<file path="src/core/chf_pkg.sv">
// Constants for the carrier, hop and FIFO register bank.
// Assumes one core clock; the serial pins arrive unsynchronised.
// How it works
// High-band bit set selects upper range; clear selects range from 240 MHz.
// One band index step is 10 MHz low range, 20 MHz high range.
// Band index zero gives the lowest band: 240 or 480 MHz.
// Carrier kHz follows band, carrier word, offset and hop formula.
// Nominal carrier word sits in two bytes, resets 0xBB then 0x80.
// Hop channel register is eight bits, resets zero, multiplies hop step.
// Hop step counts in units of 10 kHz.
// Band select resets 0x75; bit 7 reserved read-only, bit 6 sideband.
// TX almost-full threshold is six bits, reset 0x37.
// TX almost-empty threshold is six read-write bits 5:0.
// RX almost-full threshold is six bits, reset 0x37.
// Writing the data port bursts bytes into TX FIFO, address held.
// Host ends a TX burst by raising select after last byte.
// Reading the data port bursts RX FIFO bytes, address held until select high.
// Offset word is ten-bit two's complement, step 156.25 Hz times range.
// Offset registers read back the latest frequency-correction result.
// Synthesizer target recomputed after any frequency register write.
package chf_pkg;
	localparam int ADDR_W = 7;
	localparam int DATA_W = 8;
	localparam int FIFO_DEPTH = 16;
	localparam int CARRIER_W = 21;

	// Register addresses
	localparam logic [ADDR_W-1:0] ADDR_OFFSET_LO = 7'h73;
	localparam logic [ADDR_W-1:0] ADDR_OFFSET_HI = 7'h74;
	localparam logic [ADDR_W-1:0] ADDR_BAND = 7'h75;
	localparam logic [ADDR_W-1:0] ADDR_CARRIER_HI = 7'h76;
	localparam logic [ADDR_W-1:0] ADDR_CARRIER_LO = 7'h77;
	localparam logic [ADDR_W-1:0] ADDR_HOP_CH = 7'h79;
	localparam logic [ADDR_W-1:0] ADDR_HOP_STEP = 7'h7A;
	localparam logic [ADDR_W-1:0] ADDR_TX_FULL = 7'h7C;
	localparam logic [ADDR_W-1:0] ADDR_TX_EMPTY = 7'h7D;
	localparam logic [ADDR_W-1:0] ADDR_RX_FULL = 7'h7E;
	localparam logic [ADDR_W-1:0] ADDR_FIFO = 7'h7F;

	// Reset values
	localparam logic [6:0] BAND_RST = 7'h75;
	localparam logic [7:0] CARRIER_HI_RST = 8'hBB;
	localparam logic [7:0] CARRIER_LO_RST = 8'h80;
	localparam logic [7:0] HOP_RST = 8'h00;
	localparam logic [5:0] TX_FULL_RST = 6'h37;
	localparam logic [5:0] TX_EMPTY_RST = 6'h04;
	localparam logic [5:0] RX_FULL_RST = 6'h37;
	localparam logic [9:0] OFFSET_RST = 10'h000;
	localparam logic [CARRIER_W-1:0] CARRIER_RST_KHZ = 21'h0DF638;

	// Band and offset register fields
	localparam int SIDEBAND_BIT = 6;
	localparam int HIGH_BAND_BIT = 5;
	localparam int OFFSET_SIGN_BIT = 9;

	// Carrier formula; 10000/64000 reduces to 5/32
	localparam int BAND_BASE = 24;
	localparam int BAND_SCALE_KHZ = 10000;
	localparam int CARRIER_DIV = 64000;
	localparam int FRAC_NUM = 5;
	localparam int FRAC_SHIFT = 5;
	localparam int HOP_UNIT_KHZ = 10;
	localparam int LOW_RANGE_KHZ = 240000;
	localparam int HIGH_RANGE_KHZ = 480000;

	typedef enum logic {
		PH_ADDR = 1'b0,
		PH_DATA = 1'b1
	} chf_phase_t;
endpackage

</file>
<file path="src/core/chf_fifo.sv">
// Synchronous FIFO with valid/ready on both sides.
// Assumes DEPTH is a power of two.
`timescale 1ns/1ps
`default_nettype none
module chf_fifo #(
	parameter int WIDTH = 8,
	parameter int DEPTH = 16
) (
	// Clock and reset
	input wire logic core_clk,
	input wire logic sys_rst,
	// Fill side
	input wire logic [WIDTH-1:0] inData,
	input wire logic inValid,
	output logic inReady,
	// Drain side
	output logic [WIDTH-1:0] outData,
	output logic outValid,
	input wire logic outReady
);
	localparam int PW = $clog2(DEPTH);
	logic [WIDTH-1:0] mem [DEPTH];
	logic [PW:0] wrPtr_reg;
	logic [PW:0] rdPtr_reg;
	wire push = inValid & inReady;
	wire pop = outValid & outReady;
	wire ptrSame = wrPtr_reg[PW-1:0] == rdPtr_reg[PW-1:0];

	assign outValid = wrPtr_reg != rdPtr_reg;
	assign inReady = !(ptrSame && (wrPtr_reg[PW] != rdPtr_reg[PW]));
	assign outData = mem[rdPtr_reg[PW-1:0]];

	always_ff @(posedge core_clk) begin
		if (push)
			mem[wrPtr_reg[PW-1:0]] <= inData;
	end

	always_ff @(posedge core_clk or posedge sys_rst) begin
		if (sys_rst) begin
			wrPtr_reg <= '0;
			rdPtr_reg <= '0;
		end else begin
			if (push)
				wrPtr_reg <= wrPtr_reg + 1'b1;
			if (pop)
				rdPtr_reg <= rdPtr_reg + 1'b1;
		end
	end
endmodule // chf_fifo
`default_nettype wire

</file>
<file path="src/core/chf_regs.sv">
// Carrier, hop and FIFO-threshold registers behind the four-wire port.
// Serial pins are sampled on core_clk; serial clock must stay well slow.
`timescale 1ns/1ps
`default_nettype none
module chf_regs (
	// Clock and reset
	input wire logic core_clk,
	input wire logic sys_rst,
	// Serial register port
	input wire logic serialClk,
	input wire logic serialDataIn,
	input wire logic serialSelectN,
	output logic serialDataOut,
	output logic serialDataOutEn,
	// Frequency correction result
	input wire logic [9:0] afcResult,
	// Synthesizer and control outputs
	output logic sidebandSel,
	output logic highBand,
	output logic [4:0] bandIndex,
	output logic [15:0] carrierWord,
	output logic [9:0] offsetWord,
	output logic [7:0] hopChannel,
	output logic [7:0] hopStep,
	output logic [chf_pkg::CARRIER_W-1:0] carrierKhz,
	output logic carrierUpdate,
	output logic [5:0] txAlmostFullLevel,
	output logic [5:0] txAlmostEmptyLevel,
	output logic [5:0] rxAlmostFullLevel,
	// TX FIFO drain
	output logic [chf_pkg::DATA_W-1:0] txData,
	output logic txValid,
	input wire logic txReady,
	output logic txFifoFull,
	// RX FIFO fill
	input wire logic [chf_pkg::DATA_W-1:0] rxData,
	input wire logic rxValid,
	output logic rxReady
);
	import chf_pkg::*;

	////////////////////////////////////////////////////////////////////
	// Pin synchronisers
	logic clkS1, clkS2, clkS3, dinS1, dinS2, selS1, selS2;
	always_ff @(posedge core_clk or posedge sys_rst) begin
		if (sys_rst) begin
			{clkS1, clkS2, clkS3} <= 3'h0;
			{dinS1, dinS2} <= 2'h0;
			{selS1, selS2} <= 2'h3;
		end else begin
			{clkS1, clkS2, clkS3} <= {serialClk, clkS1, clkS2};
			{dinS1, dinS2} <= {serialDataIn, dinS1};
			{selS1, selS2} <= {serialSelectN, selS1};
		end
	end

	////////////////////////////////////////////////////////////////////
	// Serial frame engine
	chf_phase_t phase_reg;
	logic [2:0] bitCnt_reg;
	logic [7:0] shiftIn_reg;
	logic [7:0] outShift_reg;
	logic [ADDR_W-1:0] addr_reg;
	logic isWrite_reg;
	logic [7:0] readData;

	wire sclkRise = clkS2 & ~clkS3 & ~selS2;
	wire byteDone = sclkRise && (bitCnt_reg == 3'h7);
	wire [7:0] shiftByte = {shiftIn_reg[6:0], dinS2};
	wire inData = phase_reg == PH_DATA;
	wire addrDone = byteDone && !inData;
	wire [ADDR_W-1:0] nextAddr = (addr_reg == ADDR_FIFO) ?
		addr_reg : addr_reg + 1'b1; // see
	wire [ADDR_W-1:0] rdAddr = inData ? nextAddr : shiftByte[6:0];
	wire loadRead = byteDone && (inData ? !isWrite_reg : !shiftByte[7]);
	wire regWrEn = byteDone && inData && isWrite_reg;
	wire [7:0] wrByte = shiftByte;

	always_ff @(posedge core_clk or posedge sys_rst) begin
		if (sys_rst) begin
			phase_reg <= PH_ADDR;
			bitCnt_reg <= 3'h0;
			shiftIn_reg <= 8'h00;
			outShift_reg <= 8'h00;
			addr_reg <= '0;
			isWrite_reg <= 1'b0;
		end else if (selS2) begin
			phase_reg <= PH_ADDR;
			bitCnt_reg <= 3'h0;
		end else if (sclkRise) begin
			bitCnt_reg <= bitCnt_reg + 1'b1;
			shiftIn_reg <= shiftByte;
			outShift_reg <= {outShift_reg[6:0], 1'b0};
			if (addrDone) begin
				phase_reg <= PH_DATA;
				isWrite_reg <= shiftByte[7];
				addr_reg <= shiftByte[6:0];
			end else if (byteDone) begin
				addr_reg <= nextAddr;
			end
			if (loadRead)
				outShift_reg <= readData;
		end
	end

	assign serialDataOut = outShift_reg[7];
	assign serialDataOutEn = !selS2 && inData && !isWrite_reg;

	////////////////////////////////////////////////////////////////////
	// Register storage
	logic [6:0] band_reg;
	logic [7:0] carrierHi_reg, carrierLo_reg, hopCh_reg, hopStep_reg;
	logic [9:0] offset_reg;
	logic [5:0] txFull_reg, txEmpty_reg, rxFull_reg;
	wire wrAt = regWrEn;
	always_ff @(posedge core_clk or posedge sys_rst) begin
		if (sys_rst) begin
			band_reg <= BAND_RST;
			carrierHi_reg <= CARRIER_HI_RST;
			carrierLo_reg <= CARRIER_LO_RST;
			hopCh_reg <= HOP_RST;
			hopStep_reg <= HOP_RST;
			offset_reg <= OFFSET_RST;
			txFull_reg <= TX_FULL_RST;
			txEmpty_reg <= TX_EMPTY_RST;
			rxFull_reg <= RX_FULL_RST;
		end else if (wrAt) begin
			unique case (addr_reg)
			ADDR_OFFSET_LO: offset_reg[7:0] <= wrByte;
			ADDR_OFFSET_HI: offset_reg[9:8] <= wrByte[1:0];
			ADDR_BAND: band_reg <= wrByte[6:0];
			ADDR_CARRIER_HI: carrierHi_reg <= wrByte;
			ADDR_CARRIER_LO: carrierLo_reg <= wrByte;
			ADDR_HOP_CH: hopCh_reg <= wrByte;
			ADDR_HOP_STEP: hopStep_reg <= wrByte;
			ADDR_TX_FULL: txFull_reg <= wrByte[5:0];
			ADDR_TX_EMPTY: txEmpty_reg <= wrByte[5:0];
			ADDR_RX_FULL: rxFull_reg <= wrByte[5:0];
			default: ;
			endcase
		end
	end

	assign sidebandSel = band_reg[SIDEBAND_BIT];
	assign highBand = band_reg[HIGH_BAND_BIT];
	assign bandIndex = band_reg[4:0];
	assign carrierWord = {carrierHi_reg, carrierLo_reg};
	assign offsetWord = offset_reg;
	assign hopChannel = hopCh_reg;
	assign hopStep = hopStep_reg;
	assign txAlmostFullLevel = txFull_reg;
	assign txAlmostEmptyLevel = txEmpty_reg;
	assign rxAlmostFullLevel = rxFull_reg;

	////////////////////////////////////////////////////////////////////
	// Read-back mux; offset reads show the correction result
	logic [7:0] rxByte;
	logic rxOutValid;
	wire [7:0] rdOffLo = afcResult[7:0];
	wire [7:0] rdOffHi = {6'h00, afcResult[9:8]};
	assign readData =
		(rdAddr == ADDR_OFFSET_LO) ? rdOffLo :
		(rdAddr == ADDR_OFFSET_HI) ? rdOffHi :
		(rdAddr == ADDR_BAND) ? {1'b0, band_reg} :
		(rdAddr == ADDR_CARRIER_HI) ? carrierHi_reg :
		(rdAddr == ADDR_CARRIER_LO) ? carrierLo_reg :
		(rdAddr == ADDR_HOP_CH) ? hopCh_reg :
		(rdAddr == ADDR_HOP_STEP) ? hopStep_reg :
		(rdAddr == ADDR_TX_FULL) ? {2'h0, txFull_reg} :
		(rdAddr == ADDR_TX_EMPTY) ? {2'h0, txEmpty_reg} :
		(rdAddr == ADDR_RX_FULL) ? {2'h0, rxFull_reg} :
		(rdAddr == ADDR_FIFO && rxOutValid) ? rxByte : 8'h00;

	////////////////////////////////////////////////////////////////////
	// FIFOs on the data port
	wire txPush = regWrEn && (addr_reg == ADDR_FIFO);
	wire rxPop = loadRead && (rdAddr == ADDR_FIFO);
	logic txInReady;

	chf_fifo #(.WIDTH(DATA_W), .DEPTH(FIFO_DEPTH)) txFifo (
		.core_clk(core_clk),
		.sys_rst(sys_rst),
		.inData(wrByte),
		.inValid(txPush),
		.inReady(txInReady),
		.outData(txData),
		.outValid(txValid),
		.outReady(txReady)
	);

	chf_fifo #(.WIDTH(DATA_W), .DEPTH(FIFO_DEPTH)) rxFifo (
		.core_clk(core_clk),
		.sys_rst(sys_rst),
		.inData(rxData),
		.inValid(rxValid),
		.inReady(rxReady),
		.outData(rxByte),
		.outValid(rxOutValid),
		.outReady(rxPop)
	);

	assign txFifoFull = !txInReady;

	////////////////////////////////////////////////////////////////////
	// Carrier computation
	wire signed [17:0] fcSum = $signed({2'b00, carrierWord}) +
		$signed({{8{offset_reg[OFFSET_SIGN_BIT]}}, offset_reg});
	wire signed [31:0] rangeMul = highBand ? 32'sd2 : 32'sd1;
	wire signed [31:0] bandTerm = (32'(bandIndex) + BAND_BASE) *
		BAND_SCALE_KHZ * rangeMul; // see
	wire signed [31:0] fracTerm = (32'(fcSum) * FRAC_NUM * rangeMul)
		>>> FRAC_SHIFT;
	wire signed [31:0] hopTerm = 32'(hopCh_reg) * 32'(hopStep_reg) *
		HOP_UNIT_KHZ; // see
	wire signed [31:0] carrierSum = bandTerm + fracTerm + hopTerm;
	wire [CARRIER_W-1:0] carrierCalc = carrierSum[CARRIER_W-1:0];

	wire freqWr = regWrEn && (addr_reg >= ADDR_OFFSET_LO) &&
		(addr_reg <= ADDR_HOP_STEP) && (addr_reg != ADDR_HOP_CH - 1'b1);
	logic updPend_reg, carrierUpd_reg;
	logic [CARRIER_W-1:0] carrierKhz_reg;
	always_ff @(posedge core_clk or posedge sys_rst) begin
		if (sys_rst) begin
			updPend_reg <= 1'b0;
			carrierUpd_reg <= 1'b0;
			carrierKhz_reg <= CARRIER_RST_KHZ;
		end else begin
			updPend_reg <= freqWr;
			carrierUpd_reg <= updPend_reg;
			if (updPend_reg)
				carrierKhz_reg <= carrierCalc;
		end
	end
	assign carrierKhz = carrierKhz_reg;
	assign carrierUpdate = carrierUpd_reg;
endmodule // chf_regs
`default_nettype wire

</file>
<file path="config.mk">
export PLATFORM = sky130hd
export DESIGN_NAME = chf_regs
export DESIGN_NICKNAME = d
export VERILOG_FILES = /design/src/core/chf_pkg.sv /design/src/core/chf_fifo.sv /design/src/core/chf_regs.sv
export SDC_FILE = /design/constraint.sdc
export NUM_CORES = 1
export LEC_CHECK = 0
export BUFFER_PORTS_ARGS = -buffer_cell sky130_fd_sc_hd__buf_2
export CORE_MARGIN = 4
export CORE_UTILIZATION = 55
export CTS_BUF_LIST = sky130_fd_sc_hd__clkbuf_8
export CTS_CLUSTER_DIAMETER = 100
export CTS_CLUSTER_SIZE = 20
export DETAILED_ROUTE_END_ITERATION = 8
export PLACE_DENSITY = 0.77
export SLEW_MARGIN = 40
export SYNTH_ARGS = -nofsm -noshare
export SYNTH_HDL_FRONTEND = slang
export SYNTH_HIERARCHICAL = 1
export SYNTH_SLANG_ARGS = --single-unit
</file>
<file path="constraint.sdc">
create_clock -name core_clk -period 8.55 [get_ports core_clk]
set_input_delay 1.2825 -clock core_clk [delete_from_list [all_inputs] [get_ports core_clk]]
set_output_delay 1.2825 -clock core_clk [all_outputs]
set_load 0.05 [all_outputs]
</file>
==> flow_summary.toml, run 1 <==
[layout]
final_common_cell = "edfxtp_1"
area_growth_pct = 7.221
final_cell_count_no_fill = 2762
diodes = 0
final_nets = 2420
layout-drive-gt1-share_pct = 19.82
final_cell_mix = "256 x edfxtp_1, 182 x ha_1, 174 x nand2_1"
finalInstanceArea_mm2 = 0.02644

[synthesis]
netlist_area_mm2 = 0.02466
yosys.area.top_type = "edfxtp_1"
synth.top_cell.area_share_pct = 31.18
syn_avg_cell_area_um2 = 12.04
yosys-top-cells-area = "edfxtp_1 31%, dfrtp_1 11%, ha_1 9.2%, fa_1 5.0%, mux2_2 4.2%"
ys.flop_type = "edfxtp_1"
async_flop_share_pct = 36.00
ys_types = 96
synth-edff-count = 256
syn-instance-count = 2048
synth_seq_area_share_pct = 45.98
yosysWarnings = 6
synth-seq-cells = 400

[run_status]
status = "finished clean"

[cts]
clock_path_buffers = 3
htree_levels = 1
insertion_delay_ns = 0.66
numCtsBuffers = 25
clock_sinks = 400
cts-root-buf = "clkbuf_8"
clk_pin_slew_worst_paths_ns = 0.12
cts_tree = "built"

[timing]
fin_worst_skew_ns = 0.03327
rsz0062_at_grt = "false"
hold_viol = 0
hold_ws_ns = 0.3638
setup_slack_ns = 0.4578
tightest_slew_ns = 0.8802
fin_crit_ns = 8.092
maxSlewHeadroom_pct = 41.11
final_max_slew_viol_count = 0
finalSetupViolations = 0
fin_tns_setup_ns = 0
timing.fmax_mhz = 123.6
post-route-period-util_pct = 94.65

[pwr]
power_frac_seq_pct = 65.3
p_sw_uw = 904.5
pwr-share-clk_pct = 26.1
power.share.switching_pct = 26.09
ir_drop_v = 0.0001330
power.leakage_uw = 0.01125
power_frac_comb_pct = 8.7
intPower_uw = 2562
power_density_mw_per_mm2 = 131.1

[critical_path]
worstSetupPathType = "flip-flop to flip-flop"
cp_max_fo = 11
reg2regPathDepth = 32
end_kind = "flip-flop"
r2r-end = "carrierKhz[20]$_DFFE_PP0P_"
crit_arrival_ns = 8.61
r2r_slack_ns = 0.46
startpoint = "hopStep[4]$_DFFE_PP0P_"
worst_path_largest_cell_delay_ns = 0.57
cp_slowest_cell = "fa_1"
r2r-start = "hopStep[4]$_DFFE_PP0P_"
cpMostUsedCell = "fa_1"
critPathLaunchType = "flip-flop"
worstPathRequired_ns = 9.07

[hold_path]
hp-start = "selS1$_DFF_PP1_"
holdPathStages = 0
hp-class = "flip-flop to flip-flop"
hold_end = "selS2$_DFF_PP1_"

[die]
dieHeight_um = 219.7
core_area_mm2 = 0.04422
die-area_mm2 = 0.04828
initial_core_util_pct = 55.76
die_w_um = 219.7
top_level_ports = 127
rows = 77

[global_routing]
grt_pass1_wl_um = 91710
grt_start_max_net_pins = 64
antenna_found_initial = 0
track_usage_pct = 24.15
grt_overflow = 0
grt_pass1_vias = 16375

[drt]
drt-initial-drc-count = 1659
drt-total-wl_um = 58970
route.detailed.drc = 0
via_count = 16809
postRouteAntennaNets = 0
via_per_inst = 6.086
wl_per_cell_um = 21.35
drtPass1Iterations = 7

[place]
gp_congestion = 0.9526
dpl-instance-area_mm2 = 0.02577
pre_cts_slack_ns = 0.1515
place_inst = 2706
port_buffers = 126
place_hpwl_um = 43190

[run]
cap_violations = 0
synth_stat cells (41+ instances only):
master and instances:
xnor2_1 90, clkbuf_1 41, fa_1 62, mux2_2 91
and2_1 50, mux4_2 42, o21ai_0 64, dfrtp_1 107
a21oi_1 73, ha_1 182, edfxtp_1 256, nand2_1 174
inv_1 136, nor2_1 139
final cells by class:
type	instances	area, um^2
multi-input cells	1431	12500
fillers	3520	17780
clock inverters	21	121.4
clock buffers	25	344.1
repair buffers	155	849.6
well taps	592	740.7
flip-flops and latches	400	11360
inverters	138	523.0
metal layers:
metal  routed length, um  global-route usage [%]  vias to the layer above
li1                    -                       -                     7705
met1               25930                   36.11                     8386
met2               26600                   36.88                      637
met3                4993                   4.537                       81
met4                1438                   5.882                        0
met5                   0                       0                        -
power groups by stage:
| stage | sequential [uW] | combinational, uW | clock, uW |
|---|---|---|---|
| 2_1_floorplan | 2270 | 195 | 0 |
| 3_3_place_gp | 2290 | 279 | 0 |
| 3_5_place_dp | 2300 | 291 | 0 |
| 4_1_cts | 2260 | 292 | 931 |
| 5_1_grt | 2270 | 327 | 1010 |
| 6_report | 2260 | 300 | 904 |
critical path, delay by kind of cell (launching register included):
family	cells	cell delay, ns
adder cells (fa/ha/maj)	9	3.77
AO/OA/AOI/OAI	12	1.83
AND/OR/NAND/NOR	6	1.19
XOR/XNOR	3	0.54
flip-flops	1	0.50
buffers and inverters	2	0.12
cell families after synthesis:
group                      after synthesis  synth area share, %
and+or+nand+nor                        533                10.35
DFF                                    400                45.98
AOI/OAI and AO/OA                      359                10.19
adders and majority gates              244                14.27
buffers and inverters                  220                3.923
muxes                                  169                10.91
xor gates and xnor gates               122                4.364
other                                    1              0.01521
repair_timing:
item / CTS / global route
gates resized for setup: 0 / 22
endpoints found under the hold margin: 0 / 0
buffers inserted: 0 / 10
hold buffers: 0 / 0
endpoints found under the setup margin: 0 / 1
stage by stage:
step                      utilization [%]  total power (uW)
final                               59.78              3466
after global routing                59.78              3612
after CTS                           59.32              3483
after detailed placement            58.27              2592
after global placement              58.22              2571
after floorplan                         -              2464
worst max-delay path by stage:
stage                            endpoint  slack [ns]  cells after the start
2_1_floorplan  carrierKhz[20]$_DFFE_PP0P_        0.47                     33
3_3_place_gp   carrierKhz[20]$_DFFE_PP0P_        0.47                     31
3_5_place_dp   carrierKhz[20]$_DFFE_PP0P_        0.15                     31
4_1_cts        carrierKhz[20]$_DFFE_PP0P_        0.11                     31
5_1_grt        carrierKhz[20]$_DFFE_PP0P_        0.01                     31
6_report       carrierKhz[20]$_DFFE_PP0P_        0.46                     32
Note: power is estimated with default switching activity, not from simulation.
==> run 2, diff against run 1 <==
Settings changed: CORE_UTILIZATION 55 to 40, CTS_CLUSTER_DIAMETER 100 to default, PLACE_DENSITY 0.77 to 0.6, REMOVE_ABC_BUFFERS from default to 1.
==> run 2 against run 1 <==
Combinational power up 8.7%. Total power up 27%. Sequential share of layout area down 1.9 points. Clock skew up 0.0025 ns. Global-route usage down 5.5 points. Die area up 36%. Via count down 0.37%. Worst hold slack worse by 0.016 ns. Critical path depth down 1. Register-to-register slack better by 0.13 ns. Setup slack better by 0.13 ns.
==> flow_summary.toml, run 2 (same netlist as run 1, synthesis figures left out) <==
[hold_path]
hp-class = "flip-flop to flip-flop"
hold_end = "clkS2$_DFF_PP0_"
hp-start = "clkS1$_DFF_PP0_"
holdPathStages = 0

[drt]
postRouteAntennaNets = 0
route.detailed.drc = 0
drt-initial-drc-count = 1191
via_per_inst = 5.505
drtPass1Iterations = 9
via_count = 16747
drt-total-wl_um = 62150
wl_per_cell_um = 20.43

[critical_path]
cp_max_fo = 7
cpMostUsedCell = "fa_1"
worstSetupPathType = "flip-flop to flip-flop"
worstPathRequired_ns = 9.09
crit_arrival_ns = 8.50
critPathLaunchType = "flip-flop"
worst_path_largest_cell_delay_ns = 0.55
cp_slowest_cell = "fa_1"
crit_family = "adder cells"
r2r_slack_ns = 0.58
reg2regPathDepth = 31
r2r-end = "carrierKhz[20]$_DFFE_PP0P_"
crit_buf_inv = 3
end_kind = "flip-flop"
r2r-start = "hopStep[6]$_DFFE_PP0P_"

[cts]
cts-root-buf = "clkbuf_8"
clock_path_buffers = 3
clock_sinks = 400
cts_tree = "built"
htree_levels = 3
clk_pin_slew_worst_paths_ns = 0.06
numCtsBuffers = 73
insertion_delay_ns = 0.65

[global_routing]
antenna_found_initial = 2
grt_start_max_net_pins = 73
track_usage_pct = 18.67
grt_pass1_vias = 16849
grt_overflow = 0
grt_pass1_wl_um = 96230

[die]
dieHeight_um = 256.3
core_area_mm2 = 0.06070
die_w_um = 256.3
initial_core_util_pct = 40.62
top_level_ports = 127
rows = 90
die-area_mm2 = 0.06568

[layout]
seqCellArea_mm2 = 0.01136
layout-drive-gt1-share_pct = 21.67
final_nets = 2466
area_growth_pct = 12.10
final_cell_mix = "256 x edfxtp_1, 182 x ha_1, 174 x nand2_1"
multi_input_area_mm2 = 0.01246
final_common_cell = "edfxtp_1"
fillers = 5502
finalInstanceArea_mm2 = 0.02764

[timing]
final_max_slew_viol_count = 0
hold_viol = 0
finalSetupViolations = 0
post-route-period-util_pct = 93.18
maxSlewHeadroom_pct = 42.18
fin_crit_ns = 7.967
setup_slack_ns = 0.5832
rsz0062_at_grt = "false"
timing.fmax_mhz = 125.5
hold_ws_ns = 0.3480
tightest_slew_ns = 0.8594
fin_worst_skew_ns = 0.03580
fin_tns_setup_ns = 0

[place]
place_hpwl_um = 44910
gp_congestion = 0.9133
port_buffers = 126
dpl-instance-area_mm2 = 0.02604
pre_cts_slack_ns = 0.2842

[pwr]
power_density_mw_per_mm2 = 159.2
power.leakage_uw = 0.01179
ir_drop_v = 0.0001422

[run]
cap_violations = 0

[run_status]
status = "finished clean"
run 2: cell count changes in the layout (fill, tap and decap cells not counted), moves of 3 or more:
cell        previous run  this run
clkinvlp_4             0         5
clkinv_1               1         7
dfrtp_2               17        14
diode_2                0         3
dfrtp_1               89        92
inv_1                150       161
clkbuf_8              25        82
bufinv_16              0         4
nor3_1                34        37
clkinv_2               0         7
run 2: timing repair:
action | 4_1_cts | 5_1_grt
setup buffers | 0 | 2
endpoints found under the setup margin | 0 | 1
hold buffers | 0 | 0
gates resized for setup | 0 | 16
run 2: per-layer routing:
layer	part of all wire (%)	vias up	track usage, %	wire, um
met1	44	8315	25.01	27340
met4	3.5	0	7.161	2203
met2	46	485	29.63	28680
met5	0	-	0	0
met3	6.3	114	4.371	3924
li1	-	7833	-	-
run 2: how the worst max path moves through the flow:
| stage | from | endpoint | slack, ns | cells after the start |
|---|---|---|---|---|
| after CTS | hopStep[4]$_DFFE_PP0P_ | carrierKhz[20]$_DFFE_PP0P_ | 0.32 | 31 |
| after global placement | hopStep[4]$_DFFE_PP0P_ | carrierKhz[20]$_DFFE_PP0P_ | 0.43 | 31 |
| after global routing | hopStep[3]$_DFFE_PP0P_ | carrierKhz[20]$_DFFE_PP0P_ | 0.01 | 31 |
| final | hopStep[6]$_DFFE_PP0P_ | carrierKhz[20]$_DFFE_PP0P_ | 0.58 | 31 |
| after floorplan | hopStep[7]$_DFFE_PP0P_ | carrierKhz[20]$_DFFE_PP0P_ | 0.58 | 32 |
| after detailed placement | hopStep[4]$_DFFE_PP0P_ | carrierKhz[20]$_DFFE_PP0P_ | 0.28 | 31 |
run 2: worst reg2reg max path: cells and delay by family (launching register included):
kind,cells,cell delay (ns)
fa+ha+maj,9,3.73
compound gates,11,1.65
simple gates,5,1.12
xor+xnor,3,0.60
flops,1,0.44
buf+inv,3,0.28
run 2: final cells by class:
class / count / share of cell area, %
Tap cell: 782 / 3.540
Clock inverter: 53 / 1.281
Inverter: 138 / 1.892
Sequential cell: 400 / 41.10
Antenna cell: 3 / 0.02716
Timing Repair Buffer: 153 / 3.015
Multi-Input combinational cell: 1431 / 45.07
Clock buffer: 82 / 4.083
run 2: per-stage QoR:
stage	util, %	total power [uW]	std cells
CTS	45.35	4451	3037
detailed placement	42.90	2605	2902
global placement	42.88	2588	2902
finish	45.54	4400	3042
global route	45.53	4591	3041
floorplan	-	2453	1969
run 2: power breakdown:
part,switching [uW],internal (uW)
clock,818,1010
sequential,60.5,2190
combinational,234,91.3
